**config.mk**
```make
export PLATFORM = sky130hd
export DESIGN_NAME = osic_seq_ctrl
export DESIGN_NICKNAME = d
export VERILOG_FILES = /design/src/shared/osic_pkg.sv /design/src/verilog/osic_seq_ctrl.sv /design/src/verilog/osic_pin_sync.sv
export VERILOG_INCLUDE_DIRS = /design/src /design/src/shared
export SDC_FILE = /design/constraint.sdc
export NUM_CORES = 1
export LEC_CHECK = 0
export ABC_AREA = 1
export BUFFER_PORTS_ARGS = -buffer_cell sky130_fd_sc_hd__buf_2
export CAP_MARGIN = 30
export CORE_ASPECT_RATIO = 0.7
export CORE_UTILIZATION = 40
export CTS_CLUSTER_SIZE = 40
export DETAILED_ROUTE_END_ITERATION = 8
export RECOVER_POWER = 50
export SETUP_SLACK_MARGIN = 0.05
export SLEW_MARGIN = 10
export SYNTH_ARGS = -nofsm -noshare
export SYNTH_HDL_FRONTEND = slang
export SYNTH_HIERARCHICAL = 1
export SYNTH_SLANG_ARGS = --single-unit
```
**constraint.sdc**
```tcl
create_clock -name sys_clk_in -period 3.3 [get_ports sys_clk_in]
set_clock_uncertainty 0.05 [all_clocks]
set_input_delay 0.66 -clock sys_clk_in [delete_from_list [all_inputs] [get_ports sys_clk_in]]
set_output_delay 0.66 -clock sys_clk_in [all_outputs]
set_load 0.02 [all_outputs]
```
**src/shared/osic_defines.svh**
```systemverilog
// Offsets, fields, reset values and timing figures of the sequencing block
`ifndef OSIC_DEFINES_SVH
`define OSIC_DEFINES_SVH
`define OSIC_AW 8
`define OSIC_DW 16
`define OSIC_REG_CTRL 8'h00
`define OSIC_REG_SETPOINT 8'h04
`define OSIC_REG_TURN_OFF_DELAY_TIME 8'h08
`define OSIC_REG_TURN_OFF_FALL_TIME 8'h0C
`define OSIC_REG_CFG_ADDR 8'h10
`define OSIC_REG_STATUS 8'h14
`define OSIC_REG_COMMON 8'h18
`define OSIC_CTRL_OP_ON 0
`define OSIC_CTRL_FAULT_RESP 1
`define OSIC_CTRL_FCM 2
`define OSIC_CTRL_ALERT_MASK 3
`define OSIC_CTRL_RST 4'h0
`define OSIC_CFG_ADDR_RST 7'h40
`define OSIC_ST_COMM_FAULT 0
`define OSIC_ST_PWRUP_FAULT 1
`define OSIC_ST_EXT_SEL 2
`define OSIC_ST_UNLOCKED 3
`define OSIC_ST_NEED_RESET 4
`define OSIC_ST_VIN_OK 5
`define OSIC_ST_STATE_LSB 8
`define OSIC_COMMON_NVM_INIT 3
`define OSIC_ADDR_GLOBAL_A 7'h5A
`define OSIC_ADDR_GLOBAL_B 7'h5B
`define OSIC_UNLOCK_CMD 8'hBD
`define OSIC_UNLOCK_KEY1 8'h2B
`define OSIC_UNLOCK_KEY2 8'hC4
`define OSIC_CLK_NS 4
`define OSIC_STEP_NS 100000
`define OSIC_FALL_MAX_NS 1300000000
`endif

```
**src/shared/osic_pkg.sv**
```systemverilog
// Types shared by the sequencing block
package osic_pkg;
  typedef enum logic [2:0] {
    OSIC_S_OFF,
    OSIC_S_ON,
    OSIC_S_DELAY,
    OSIC_S_FALL,
    OSIC_S_TRI
  } osic_state_t;
endpackage

```
**src/verilog/osic_seq_ctrl.sv**
```systemverilog
// Output turn-off sequencing, power-up gating and bus unlock control
// Operation
// - Run pin low or bus off command starts the controlled turn-off ramp.
// - Fault shutdown or enabled external fault line tri-states output, no ramp.
// - Falling ramp is actively followed only in forced continuous mode.
// - At end of fall interval stop sinking current; load decays output.
// - Discontinuous mode never sinks negative current during turn-off.
// - Fall time is clamped to at most 1.3 seconds.
// - Ramp steps once per 0.1ms; steps equal fall time over interval.
// - External driver supply chosen only above 4.7V with input above 7V.
// - Run line held low until initialization supplies are all good.
// - Sequencing waits for the input turn-on comparator after initialization.
// - Below input turn-off threshold pull shared clock low; restart needs turn-on.
// - Fault line low at input power-up raises alert regardless of mask.
// - Partial bus transaction from before reset flags communication fault, alert.
// - Logic supply alone runs digital section and accepts bus transactions.
// - Input never applied drives common status bit 3 low.
// - Not initialized, answer only addresses 5A and 5B.
// - Two unlock writes of BD to 5B enable the configured address.
// - Run line released only after initialization and input above turn-on.
`timescale 1ns/1ns
`include "osic_defines.svh"
module osic_seq_ctrl
  import osic_pkg::*;
#(
  parameter int TICK_CYCLES = `OSIC_STEP_NS / `OSIC_CLK_NS,
  parameter int VW = 12
) (
  input wire logic sys_clk_in,
  input wire logic rstn_in,
  input wire logic [`OSIC_AW-1:0] addr_in,
  input wire logic [`OSIC_DW-1:0] wr_data_in,
  input wire logic wr_in,
  input wire logic rd_in,
  output logic [`OSIC_DW-1:0] rd_data_out,
  input wire logic run_pin_in,
  input wire logic fault_line_in,
  input wire logic input_turn_on_threshold_cmp_in,
  input wire logic vin_below_off_in,
  input wire logic ext_supply_ok_in,
  input wire logic vin_above_7v_in,
  input wire logic init_ok_in,
  input wire logic vin_present_in,
  input wire logic fault_shutdown_in,
  input wire logic bus_start_in,
  input wire logic bus_stop_in,
  input wire logic bus_addr_valid_in,
  input wire logic [6:0] bus_addr_in,
  input wire logic bus_wr_in,
  input wire logic [7:0] bus_cmd_in,
  input wire logic [7:0] bus_data_in,
  input wire logic manufacturer_reset_command_cmd_in,
  output logic bus_addr_ack_out,
  output logic run_oe_out,
  output logic share_clk_oe_out,
  output logic alert_oe_out,
  output logic out_tristate_out,
  output logic sink_en_out,
  output logic pwm_enable_out,
  output logic adc_valid_out,
  output logic ext_supply_sel_out,
  output logic [VW-1:0] vout_target_out
);
  localparam int FALL_MAX = `OSIC_FALL_MAX_NS / `OSIC_STEP_NS;
  localparam logic [13:0] FALL_MAX_W = 14'(FALL_MAX);

  logic [7:0] pins;
  logic run_s;
  logic fault_line_s;
  logic fault_low_s;
  logic input_turn_on_threshold_s;
  logic input_turn_off_threshold_s;
  logic ext_ok_s;
  logic vin7_s;
  logic init_s;
  logic vin_pres_s;

  osic_pin_sync #(.W(8)) u_sync (
    .sys_clk_in(sys_clk_in),
    .rstn_in(rstn_in),
    .pin_in({vin_present_in, init_ok_in, vin_above_7v_in, ext_supply_ok_in,
             vin_below_off_in, input_turn_on_threshold_cmp_in, ~fault_line_in, run_pin_in}),
    .level_out(pins)
  );
  assign {vin_pres_s, init_s, vin7_s, ext_ok_s, input_turn_off_threshold_s, input_turn_on_threshold_s, fault_low_s, run_s} = pins;
  // Fault line synced inverted so the flushed synchroniser reads as no fault
  assign fault_line_s = !fault_low_s;

  osic_state_t state;
  osic_state_t next_state;
  logic [3:0] ctrl;
  logic [3:0] next_ctrl;
  logic [VW-1:0] setpoint;
  logic [VW-1:0] next_setpoint;
  logic [15:0] delay_cfg;
  logic [15:0] next_delay_cfg;
  logic [13:0] fall_cfg;
  logic [13:0] next_fall_cfg;
  logic [6:0] cfg_addr;
  logic [6:0] next_cfg_addr;
  logic [31:0] tick_cnt;
  logic [31:0] next_tick_cnt;
  logic [15:0] cnt;
  logic [15:0] next_cnt;
  logic [15:0] acc;
  logic [15:0] next_acc;
  logic [VW-1:0] next_target;
  logic vin_ok;
  logic next_vin_ok;
  logic vin_seen;
  logic next_vin_seen;
  logic comm_fault;
  logic next_comm_fault;
  logic pwrup_fault;
  logic next_pwrup_fault;
  logic start_seen;
  logic next_start_seen;
  logic unlock_half;
  logic next_unlock_half;
  logic unlocked;
  logic next_unlocked;
  logic need_reset;
  logic next_need_reset;
  logic [`OSIC_DW-1:0] next_rd_data;
  logic next_ack;
  logic tick;
  logic fault_trip;
  logic off_req;
  logic run_release;
  logic restricted;

  function automatic logic addr_hit(input logic [6:0] a, input logic restr,
                                    input logic [6:0] own);
    if (restr) begin
      addr_hit = (a == `OSIC_ADDR_GLOBAL_A) || (a == `OSIC_ADDR_GLOBAL_B);
    end else begin
      addr_hit = (a == own);
    end
  endfunction

  always_comb begin
    tick = (tick_cnt == 32'(TICK_CYCLES - 1));
    fault_trip = fault_shutdown_in || (ctrl[`OSIC_CTRL_FAULT_RESP] && !fault_line_s);
    off_req = !run_s || !ctrl[`OSIC_CTRL_OP_ON];
    run_release = init_s && vin_ok;
    restricted = !vin_seen && !unlocked;
    next_tick_cnt = tick ? 32'h0000_0000 : tick_cnt + 32'h0000_0001;
    next_state = state;
    next_ctrl = ctrl;
    next_setpoint = setpoint;
    next_delay_cfg = delay_cfg;
    next_fall_cfg = fall_cfg;
    next_cfg_addr = cfg_addr;
    next_cnt = cnt;
    next_acc = acc;
    next_target = vout_target_out;
    next_comm_fault = comm_fault;
    next_pwrup_fault = pwrup_fault;
    next_start_seen = start_seen || bus_start_in;
    next_unlock_half = unlock_half;
    next_unlocked = unlocked;
    next_need_reset = need_reset;
    next_rd_data = '0;
    next_ack = 1'b0;
    // Input window: set on turn-on, cleared below turn-off
    next_vin_ok = input_turn_on_threshold_s ? 1'b1 : (input_turn_off_threshold_s ? 1'b0 : vin_ok);
    next_vin_seen = vin_seen || vin_pres_s;
    if (wr_in) begin
      case (addr_in)
        `OSIC_REG_CTRL: next_ctrl = wr_data_in[3:0];
        `OSIC_REG_SETPOINT: next_setpoint = wr_data_in[VW-1:0];
        `OSIC_REG_TURN_OFF_DELAY_TIME: next_delay_cfg = wr_data_in;
        `OSIC_REG_TURN_OFF_FALL_TIME: next_fall_cfg =
            (wr_data_in[13:0] > FALL_MAX_W) ? FALL_MAX_W : wr_data_in[13:0];
        `OSIC_REG_CFG_ADDR: next_cfg_addr = wr_data_in[6:0];
        `OSIC_REG_STATUS: begin
          if (wr_data_in[`OSIC_ST_COMM_FAULT]) next_comm_fault = 1'b0;
          if (wr_data_in[`OSIC_ST_PWRUP_FAULT]) next_pwrup_fault = 1'b0;
        end
        default: ;
      endcase
    end
    // Set after clear: a stop with no start since reset is a torn transfer
    if (bus_stop_in && !start_seen && !bus_start_in) begin
      next_comm_fault = 1'b1;
    end
    // Only the first power-up edge of the input checks the fault line
    if (vin_pres_s && !vin_seen && !fault_line_s) begin
      next_pwrup_fault = 1'b1;
    end
    if (bus_addr_valid_in) begin
      next_ack = addr_hit(bus_addr_in, restricted, cfg_addr);
    end
    if (bus_wr_in && restricted && bus_addr_in == `OSIC_ADDR_GLOBAL_B
        && bus_cmd_in == `OSIC_UNLOCK_CMD) begin
      if (bus_data_in == `OSIC_UNLOCK_KEY1) begin
        next_unlock_half = 1'b1;
      end else if (bus_data_in == `OSIC_UNLOCK_KEY2 && unlock_half) begin
        next_unlocked = 1'b1;
        next_need_reset = 1'b1;
      end else begin
        next_unlock_half = 1'b0;
      end
    end
    // Reset command only counts once input power is really there
    if (manufacturer_reset_command_cmd_in && vin_pres_s) begin
      next_need_reset = 1'b0;
    end
    if (rd_in) begin
      case (addr_in)
        `OSIC_REG_CTRL: next_rd_data = {12'h000, ctrl};
        `OSIC_REG_SETPOINT: next_rd_data = 16'(setpoint);
        `OSIC_REG_TURN_OFF_DELAY_TIME: next_rd_data = delay_cfg;
        `OSIC_REG_TURN_OFF_FALL_TIME: next_rd_data = {2'h0, fall_cfg};
        `OSIC_REG_CFG_ADDR: next_rd_data = {9'h000, cfg_addr};
        `OSIC_REG_STATUS: begin
          next_rd_data[`OSIC_ST_COMM_FAULT] = comm_fault;
          next_rd_data[`OSIC_ST_PWRUP_FAULT] = pwrup_fault;
          next_rd_data[`OSIC_ST_EXT_SEL] = ext_supply_sel_out;
          next_rd_data[`OSIC_ST_UNLOCKED] = unlocked;
          next_rd_data[`OSIC_ST_NEED_RESET] = need_reset;
          next_rd_data[`OSIC_ST_VIN_OK] = vin_ok;
          next_rd_data[`OSIC_ST_STATE_LSB +: 3] = state;
        end
        `OSIC_REG_COMMON: next_rd_data[`OSIC_COMMON_NVM_INIT] = vin_seen;
        default: next_rd_data = '0;
      endcase
    end
    case (state)
      OSIC_S_OFF: begin
        next_target = '0;
        if (run_release && run_s && ctrl[`OSIC_CTRL_OP_ON] && !fault_trip) begin
          next_state = OSIC_S_ON;
          next_target = setpoint;
        end
      end
      OSIC_S_ON: begin
        next_target = setpoint;
        if (fault_trip) begin
          next_state = OSIC_S_TRI;
        end else if (off_req) begin
          next_state = OSIC_S_DELAY;
          next_cnt = delay_cfg;
        end
      end
      OSIC_S_DELAY: begin
        if (fault_trip) begin
          next_state = OSIC_S_TRI;
        end else if (tick) begin
          if (cnt != 16'h0000) begin
            next_cnt = cnt - 16'h0001;
          end else if (fall_cfg == 14'h0000) begin
            next_state = OSIC_S_OFF;
            next_target = '0;
          end else begin
            next_state = OSIC_S_FALL;
            next_cnt = {2'h0, fall_cfg};
            next_acc = '0;
          end
        end
      end
      OSIC_S_FALL: begin
        // Owed decrements run beside the step count, so a busy cycle never loses a tick
        if (fault_trip) begin
          next_state = OSIC_S_TRI;
        end else if (tick && cnt == 16'h0001) begin
          next_state = OSIC_S_OFF;
          next_target = '0;
        end else begin
          if (vout_target_out != '0 && acc >= {2'h0, fall_cfg}) begin
            next_target = vout_target_out - VW'(1);
            next_acc = acc - {2'h0, fall_cfg};
          end
          if (tick) begin
            next_cnt = cnt - 16'h0001;
            next_acc = next_acc + 16'(setpoint);
          end
        end
      end
      OSIC_S_TRI: begin
        next_target = '0;
        if (!run_s && !fault_trip) begin
          next_state = OSIC_S_OFF;
        end
      end
      default: next_state = OSIC_S_OFF;
    endcase
    // Input collapse drops the channel and forces a fresh sequence
    if (!vin_ok && state != OSIC_S_OFF && state != OSIC_S_TRI) begin
      next_state = OSIC_S_TRI;
      next_target = '0;
    end
  end

  always_ff @(posedge sys_clk_in) begin
    if (!rstn_in) begin
      state <= OSIC_S_OFF;
      ctrl <= `OSIC_CTRL_RST;
      setpoint <= '0;
      delay_cfg <= 16'h0000;
      fall_cfg <= 14'h0000;
      cfg_addr <= `OSIC_CFG_ADDR_RST;
      tick_cnt <= 32'h0000_0000;
      cnt <= 16'h0000;
      acc <= 16'h0000;
      vin_ok <= 1'b0;
      vin_seen <= 1'b0;
      comm_fault <= 1'b0;
      pwrup_fault <= 1'b0;
      start_seen <= 1'b0;
      unlock_half <= 1'b0;
      unlocked <= 1'b0;
      need_reset <= 1'b0;
      rd_data_out <= '0;
      bus_addr_ack_out <= 1'b0;
      run_oe_out <= 1'b1;
      share_clk_oe_out <= 1'b0;
      alert_oe_out <= 1'b0;
      out_tristate_out <= 1'b1;
      sink_en_out <= 1'b0;
      pwm_enable_out <= 1'b0;
      adc_valid_out <= 1'b0;
      ext_supply_sel_out <= 1'b0;
      vout_target_out <= '0;
    end else begin
      state <= next_state;
      ctrl <= next_ctrl;
      setpoint <= next_setpoint;
      delay_cfg <= next_delay_cfg;
      fall_cfg <= next_fall_cfg;
      cfg_addr <= next_cfg_addr;
      tick_cnt <= next_tick_cnt;
      cnt <= next_cnt;
      acc <= next_acc;
      vin_ok <= next_vin_ok;
      vin_seen <= next_vin_seen;
      comm_fault <= next_comm_fault;
      pwrup_fault <= next_pwrup_fault;
      start_seen <= next_start_seen;
      unlock_half <= next_unlock_half;
      unlocked <= next_unlocked;
      need_reset <= next_need_reset;
      rd_data_out <= next_rd_data;
      bus_addr_ack_out <= next_ack;
      run_oe_out <= !run_release;
      share_clk_oe_out <= !next_vin_ok;
      alert_oe_out <= next_comm_fault || next_pwrup_fault
                      || (!fault_line_s && !ctrl[`OSIC_CTRL_ALERT_MASK]);
      out_tristate_out <= (next_state == OSIC_S_TRI) || (next_state == OSIC_S_OFF);
      // Sinking only in forced continuous mode while the ramp runs
      sink_en_out <= (next_state == OSIC_S_FALL) && ctrl[`OSIC_CTRL_FCM];
      pwm_enable_out <= (next_state == OSIC_S_ON || next_state == OSIC_S_DELAY
                         || next_state == OSIC_S_FALL) && !next_need_reset;
      adc_valid_out <= vin_pres_s && !next_need_reset;
      ext_supply_sel_out <= ext_ok_s && vin7_s;
      vout_target_out <= next_target;
    end
  end
endmodule

```
**src/verilog/osic_pin_sync.sv**
```systemverilog
// Three-stage pin synchroniser with agreement filter
`timescale 1ns/1ns
module osic_pin_sync #(
  parameter int W = 8
) (
  input wire logic sys_clk_in,
  input wire logic rstn_in,
  input wire logic [W-1:0] pin_in,
  output logic [W-1:0] level_out
);
  logic [W-1:0] s1;
  logic [W-1:0] s2;
  logic [W-1:0] s3;
  logic [W-1:0] next_level;

  // First stage feeds only the second
  always_comb begin
    for (int i = 0; i < W; i++) begin
      next_level[i] = (s2[i] == s3[i]) ? s3[i] : level_out[i];
    end
  end

  always_ff @(posedge sys_clk_in) begin
    if (!rstn_in) begin
      s1 <= '0;
      s2 <= '0;
      s3 <= '0;
      level_out <= '0;
    end else begin
      s1 <= pin_in;
      s2 <= s1;
      s3 <= s2;
      level_out <= next_level;
    end
  end
endmodule

```
==> results_dict.tcl, run 1 <==
set metrics [dict create \
    grt_antenna_before_repair 0 \
    timing.critical_path.fanout_max 6 \
    routed_via_density 5.19 \
    synthDistinctLibCells 58 \
    dr_total_vias 11175 \
    floorplan.core_area_mm2 0.0260 \
    syn_avg_cell_area_um2 6.93 \
    synthCells 1547 \
    critPathLaunchType "flip-flop" \
    cts-buffers-inserted 17 \
    gr-usage-all-layers_pct 26.4 \
    estimated_wirelength_of_the_detail_placed_design_um 27200 \
    synth_edf_count 0 \
    crit_required_ns 3.56 \
    global_route_wire_length_before_repair_um 56300 \
    starting_utilization_of_the_core_area_pct 41.3 \
    hold_start "vin_above_7v_in" \
    synth-main-ff-cell "sky130_fd_sc_hd__dfxtp_1" \
    power_density_mw_per_mm2 343 \
    timing_worst_slew_pin_value_ns 2.53 \
    fillCellCount 2533 \
    cts.sink_count 197 \
    final_common_cell "sky130_fd_sc_hd__nand2_1" \
    r2r-start "acc[0]" \
    floorplan.die.width_um 198 \
    final_cycle_share_pct 105 \
    cp_top_family "compound AO/OA/AOI/OAI gates" \
    ys_seq_area_share_pct 36.8 \
    tritoncts "built" \
    final-setup-viol-count 11 \
    vias_in_the_first_global_route 10325 \
    globalRoute.totalOverflow 0 \
    most-common-layout-cells "sky130_fd_sc_hd__nand2_1, sky130_fd_sc_hd__inv_1, sky130_fd_sc_hd__dfxtp_1" \
    peak_per_stage_delay_on_the_critical_path_ns 0.39 \
    crit_path_cell_trace "inv_2 -> ha_4 -> inv_2 -> fa_2 -> nand2_2 -> nand2_2 -> nand3_2 -> nand3_2 -> nand2_2 -> buf_4 -> a21oi_4 -> buf_6 -> buf_4 -> o21ai_4 -> inv_2 -> ha_4 -> buf_6 -> a21o_1 -> nand3_2 -> o2111ai_2 -> buf_4 -> a22o_1 -> nand3_1 -> a21oi_1" \
    ctsLongestPathBuffers 2 \
    run_status "finished, violations left" \
    launch_point_of_the_critical_path "acc[0]" \
    postLayoutCellArea_mm2 0.0137 \
    io_pins 102 \
    dp_worst_setup_slack_ns -0.330 \
    synthesized_netlist_net_count 1646 \
    ys_ff_latch 197 \
    h-tree-depth 4 \
    number_of_cells_after_detailed_placement 2094 \
    setup_slack_ns -0.167 \
    final_cells 2155 \
    clock_insertion_delay_worst_skew_ns 0.46 \
    firstDrtPassIters 7 \
    placement_stage_cell_area_mm2 0.0125 \
    finish.utilization_pct 52.8 \
    crit_path_top_delay_cell "sky130_fd_sc_hd__fa_2" \
    syn-cell-area_mm2 0.0107 \
    worstPathArrival_ns 3.73 \
    worst_slew_margin_rel_pct -68.7 \
    drive_above_1_share_pct 22.2 \
    cap_viol_max_count 1 \
    setup_repair_after_global_routing_missed_its_margin "true" \
    io_buffers 101 \
    setup-tns-final_ns -1.08 \
    clkSlewWorstSetupHoldPaths_ns 0.08 \
    timing.setup.critical_path_class "flip-flop to flip-flop" \
    max_freq_ghz 0.288 \
    maximum_vdd_drop_v 0.000405 \
    synthDominantAreaCellType "sky130_fd_sc_hd__dfxtp_1" \
    core.rowCount 49 \
    post_drt_wl_per_cell_um 16.8 \
    ys_async_sr_fraction_pct 0 \
    remaining_number_of_nets_flagged_by_the_antenna_check_after_routing 0 \
    syn2layout_area_growth_pct 27.9 \
    yosys-top-cells-area "sky130_fd_sc_hd__dfxtp_1, sky130_fd_sc_hd__nand2_1, sky130_fd_sc_hd__inv_1" \
    routabilityCongestion 0.923 \
    violations "capacitance limit, slew limit, setup timing" \
    die-height_um 139 \
    antennaDiodeCount 0 \
    netlist.area_leader.share_pct 36.8 \
    timing.reg2reg.setup_slack_ns -0.17 \
    leakage_nw 6.10 \
    post-route-drc-count 0 \
    worstSetupEndpointType "flip-flop" \
    design.die.area_mm2 0.0275 \
    drt_wl_total_um 36300 \
    grt_start_max_net_pins 64 \
    final_max_slew_viol_count 64 \
    timing.final.hold_violations 0 \
    final_layout_net_count 1884 \
    critical_path.n_buffers_inverters 8 \
    timing.final.crit_period_ns 3.47 \
    min-delay-path-class "input port to flip-flop" \
    synthesis.yosys.warnings 6 \
    cts_root_buffer "sky130_fd_sc_hd__clkbuf_16" \
    drtIter0Drc 981 \
]
[cells by family (layout without fill, tap and decap cells)]
family          after synthesis  after routing  share of synthesized area, %
xor+xnor                     40             40                          3.27
buf+inv                     277            528                          10.2
flops                       197            197                          36.8
simple gates                644            644                          26.6
compound gates              352            352                          18.8
mux                           3              3                         0.280
fa+ha+maj                    34             34                          4.11
[cell usage after synthesis, types with 6 or more instances]
cell	count
sky130_fd_sc_hd__a21oi_1	151
sky130_fd_sc_hd__a221oi_1	6
sky130_fd_sc_hd__a31oi_1	6
sky130_fd_sc_hd__and2_1	6
sky130_fd_sc_hd__buf_2	12
sky130_fd_sc_hd__clkbuf_1	23
sky130_fd_sc_hd__dfxtp_1	197
sky130_fd_sc_hd__ha_1	32
sky130_fd_sc_hd__inv_1	224
sky130_fd_sc_hd__inv_2	9
sky130_fd_sc_hd__nand2_1	305
sky130_fd_sc_hd__nand3_1	66
sky130_fd_sc_hd__nand4_1	19
sky130_fd_sc_hd__nor2_1	162
sky130_fd_sc_hd__nor2_2	6
sky130_fd_sc_hd__nor3_1	35
sky130_fd_sc_hd__nor4_1	9
sky130_fd_sc_hd__o211ai_1	9
sky130_fd_sc_hd__o21ai_0	104
sky130_fd_sc_hd__o21ai_2	6
sky130_fd_sc_hd__o221ai_1	8
sky130_fd_sc_hd__o22ai_1	22
sky130_fd_sc_hd__xnor2_1	9
sky130_fd_sc_hd__xor2_1	31
[metal layers]
layer | track usage [%] | part of all wire, % | up-vias
li1 | - | - | 5558
met5 | 0 | 0 | -
met1 | 40.6 | 50 | 5145
met2 | 36.5 | 40 | 449
met4 | 6.16 | 0.95 | 0
met3 | 6.15 | 8.8 | 23
[worst min-delay path, stage by stage]
cell                      delay [ns]
sky130_fd_sc_hd__buf_2          0.07
sky130_fd_sc_hd__nand2_1        0.04
sky130_fd_sc_hd__inv_1          0.04
[power by group]
group	total [mW]	internal [mW]	switching (mW)
registers	2.40	2.39	0.0105
logic	0.194	0.0655	0.128
clock network	2.10	1.02	1.08
total	4.70	3.48	1.22
[final timing paths]
path | to | cells after the start
worst max-delay path | acc[12] | 24
worst min register to register | u_sync/s2[3] | 2
worst min-delay path | u_sync/s1[5] | 3
worst max register to register | acc[12] | 24
[cell type report]
| class | instances | area, um^2 | share of cell area [%] |
|---|---|---|---|
| Sequential cell | 197 | 3950 | 28.8 |
| Multi-Input combinational cell | 1073 | 6190 | 45.2 |
| Clock inverter | 14 | 134 | 0.976 |
| Inverter | 234 | 878 | 6.40 |
| Clock buffer | 18 | 439 | 3.20 |
| Timing Repair Buffer | 262 | 1670 | 12.2 |
| Tap cell | 357 | 447 | 3.26 |
[state kept, by name, indices dropped and copies added, names as in the netlist, 12 cells and up]
name,count
acc,16
cnt,16
delay_cfg,16
fall_cfg,14
rd_data_out,16
setpoint,12
tick_cnt,32
vout_target_out,12
[repair_timing]
item                       in CTS  in global routing
resized for setup              67                 41
setup buffers                  20                  9
hold buffers                    0                  0
pin swaps                      38                 39
setup endpoints to repair      12                 13
[through the flow]
stage	hold slack [ns]	total power, mW
2_1_floorplan	0.336	2.55
3_3_place_gp	0.343	2.65
3_5_place_dp	0.351	2.65
4_1_cts	0.320	4.72
5_1_grt	0.341	4.85
6_report	0.331	4.70
(Power assumes the default switching activity.)
==> run 2: changes to the inputs <==
--- a/config.mk
+++ b/config.mk
@@ -10,6 +10,7 @@
 export BUFFER_PORTS_ARGS = -buffer_cell sky130_fd_sc_hd__buf_2
 export CAP_MARGIN = 30
 export CORE_ASPECT_RATIO = 0.7
+export CORE_MARGIN = 4
 export CORE_UTILIZATION = 40
 export CTS_CLUSTER_SIZE = 40
 export DETAILED_ROUTE_END_ITERATION = 8
==> run 2 against run 1 <==
- first-iteration DRC count is 11% higher
- combinational power is 2% higher
- critical path depth is 1 higher
- maximum frequency is 0.69% higher
- largest power group unchanged
- die area is 7.5% higher
- sequential share of layout area is 0.12 points higher
- the flow still finishes with violations (capacitance limit, slew limit, setup timing)
- critical path type unchanged
==> results_dict.tcl, run 2 (synthesis results as in run 1) <==
set metrics [dict create \
    drt_wl_total_um 36500 \
    h-tree-depth 4 \
    starting_utilization_of_the_core_area_pct 41.2 \
    globalRoute.totalOverflow 0 \
    ctsLongestPathBuffers 2 \
    clkSlewWorstSetupHoldPaths_ns 0.08 \
    post-route-drc-count 0 \
    vias_in_the_first_global_route 10202 \
    syn2layout_area_growth_pct 27.6 \
    global_route_wire_length_before_repair_um 56000 \
    remaining_number_of_nets_flagged_by_the_antenna_check_after_routing 0 \
    setup_slack_ns -0.143 \
    antennaDiodeCount 0 \
    timing_worst_slew_pin_value_ns 2.03 \
    floorplan.die.width_um 204 \
    worst_hold_path.num_cells 3 \
    cts-buffers-inserted 17 \
    die-height_um 145 \
    grt_antenna_before_repair 0 \
    final_cycle_share_pct 104 \
    leakage_nw 6.11 \
    dr_total_vias 11187 \
    hold_start "input_turn_on_threshold_cmp_in" \
    io_pins 102 \
    worst_slew_margin_rel_pct -35.3 \
    final_common_cell "sky130_fd_sc_hd__nand2_1" \
    grt_start_max_net_pins 49 \
    timing.final.hold_violations 0 \
    gr-max-usage-layer "met1" \
    violations "capacitance limit, slew limit, setup timing" \
    clock_insertion_delay_worst_skew_ns 0.46 \
    launch_point_of_the_critical_path "acc[0]" \
    final_layout_net_count 1882 \
    min-delay-path-class "input port to flip-flop" \
    estimated_wirelength_of_the_detail_placed_design_um 27700 \
    final_max_slew_viol_count 89 \
    fin_worst_hold_slack_ns 0.334 \
    largest_reg_flops 32 \
    maximum_vdd_drop_v 0.000345 \
    run_status "finished, violations left" \
    fillCellCount 2578 \
    crit_required_ns 3.63 \
    timing.final.crit_period_ns 3.44 \
    seq_area_mm2 0.00396 \
    critical_path.reg2reg.endpoint "acc[10]" \
    firstDrtPassIters 6 \
    routed_via_density 5.20 \
    multi_input_comb_area_mm2 0.00614 \
    met1_usage_pct 37.4 \
    timing.setup.critical_path_class "flip-flop to flip-flop" \
    worstPathArrival_ns 3.77 \
    cts.sink_count 197 \
    setup_repair_after_global_routing_missed_its_margin "true" \
    gr-usage-all-layers_pct 23.7 \
    design.die.area_mm2 0.0295 \
    most-common-layout-cells "sky130_fd_sc_hd__nand2_1, sky130_fd_sc_hd__inv_1, sky130_fd_sc_hd__dfxtp_1" \
    timing.critical_path.fanout_max 6 \
    drive_above_1_share_pct 21.9 \
    core.rowCount 49 \
    total_power_mw 4.75 \
    register_with_the_highest_flop_count "tick_cnt" \
    worstSetupEndpointType "flip-flop" \
    met3_usage_pct 5.93 \
    gr_util_met2_pct 31.6 \
    r2r-start "acc[0]" \
    hold-path-endpoint "u_sync/s1[2]" \
    tritoncts "built" \
    routabilityCongestion 0.955 \
    final-setup-viol-count 9 \
    final_cells 2153 \
    timing.reg2reg.setup_slack_ns -0.14 \
    reg2reg_depth 25 \
    floorplan.core_area_mm2 0.0261 \
    number_of_cells_after_detailed_placement 2102 \
    io_buffers 101 \
    max_freq_ghz 0.290 \
    power_density_mw_per_mm2 347 \
    drtIter0Drc 1092 \
    cap_viol_max_count 2 \
    post_drt_wl_per_cell_um 17.0 \
    critPathLaunchType "flip-flop" \
    cts_root_buffer "sky130_fd_sc_hd__clkbuf_16" \
]
run 2: worst max-delay path by stage:
| stage | endpoint | depth (start not counted) | slack [ns] |
|---|---|---|---|
| 6_report | acc[10] | 25 | -0.14 |
| 5_1_grt | acc[10] | 25 | -0.30 |
| 4_1_cts | acc[10] | 25 | -0.08 |
| 3_5_place_dp | acc[10] | 25 | -0.37 |
| 3_3_place_gp | acc[14] | 23 | -0.24 |
| 2_1_floorplan | acc[10] | 26 | -0.14 |
run 2: timing repair:
item / CTS / global route
pin swaps: 32 / 22
setup buffers: 12 / 7
hold buffers: 0 / 0
gates resized for setup: 55 / 47
endpoints found under the setup margin: 13 / 14
endpoints found under the hold margin: 0 / 0
run 2: area by class of cell:
| cell class | instances | area share [%] |
|---|---|---|
| Clock inverter | 15 | 1.32 |
| Multi-Input combinational cell | 1073 | 44.9 |
| Clock buffer | 17 | 3.11 |
| Sequential cell | 197 | 28.9 |
| Inverter | 234 | 6.46 |
| Tap cell | 357 | 3.26 |
| Timing Repair Buffer | 260 | 12.0 |
run 2: power breakdown:
part / internal (mW) / switching (mW) / leakage (nW)
Clock: 1.03 / 1.11 / 0.290
Combinational: 0.0664 / 0.131 / 4.22
Sequential: 2.39 / 0.0103 / 1.60
run 2: worst max-delay path, cell delays in order (launching register included):
cell                       delay [ns]
sky130_fd_sc_hd__dfxtp_2         0.33
sky130_fd_sc_hd__inv_2           0.06
sky130_fd_sc_hd__ha_4            0.14
sky130_fd_sc_hd__inv_4           0.04
sky130_fd_sc_hd__fa_2            0.36
sky130_fd_sc_hd__nand2_2         0.10
sky130_fd_sc_hd__nand2_2         0.07
sky130_fd_sc_hd__nand3_2         0.07
sky130_fd_sc_hd__nand3_2         0.08
sky130_fd_sc_hd__nand2_2         0.09
sky130_fd_sc_hd__nand2_2         0.07
sky130_fd_sc_hd__nand2_4         0.10
sky130_fd_sc_hd__nand2_2         0.06
sky130_fd_sc_hd__o21ai_2         0.07
sky130_fd_sc_hd__ha_2            0.23
sky130_fd_sc_hd__inv_2           0.04
sky130_fd_sc_hd__fa_2            0.33
sky130_fd_sc_hd__nand3b_1        0.19
sky130_fd_sc_hd__nand2_2         0.11
sky130_fd_sc_hd__nand2_2         0.05
sky130_fd_sc_hd__nand2_2         0.08
sky130_fd_sc_hd__a21oi_2         0.06
sky130_fd_sc_hd__or2_4           0.22
sky130_fd_sc_hd__nand3_2         0.06
sky130_fd_sc_hd__o211ai_1        0.12
sky130_fd_sc_hd__a21oi_1         0.19
run 2: per-stage QoR:
| stage | util (%) | TNS, ns | worst slack (ns) | cell area (um^2) |
|---|---|---|---|---|
| floorplan | - | -0.281 | -0.143 | 10800 |
| global placement | 48.3 | -2.02 | -0.235 | 12600 |
| detailed placement | 48.3 | -3.09 | -0.367 | 12600 |
| CTS | 52.0 | -0.408 | -0.0782 | 13500 |
| global route | 52.5 | -2.68 | -0.301 | 13700 |
| finish | 52.5 | -0.716 | -0.143 | 13700 |
run 2: metal layers:
metal  vias up  wire (um)  part of all wire [%]
met5         -          0                     0
met3        54       3430                   9.4
met2       471      14200                    39
li1       5561          -                     -
met1      5101      18200                    50
met4         0        708                   1.9
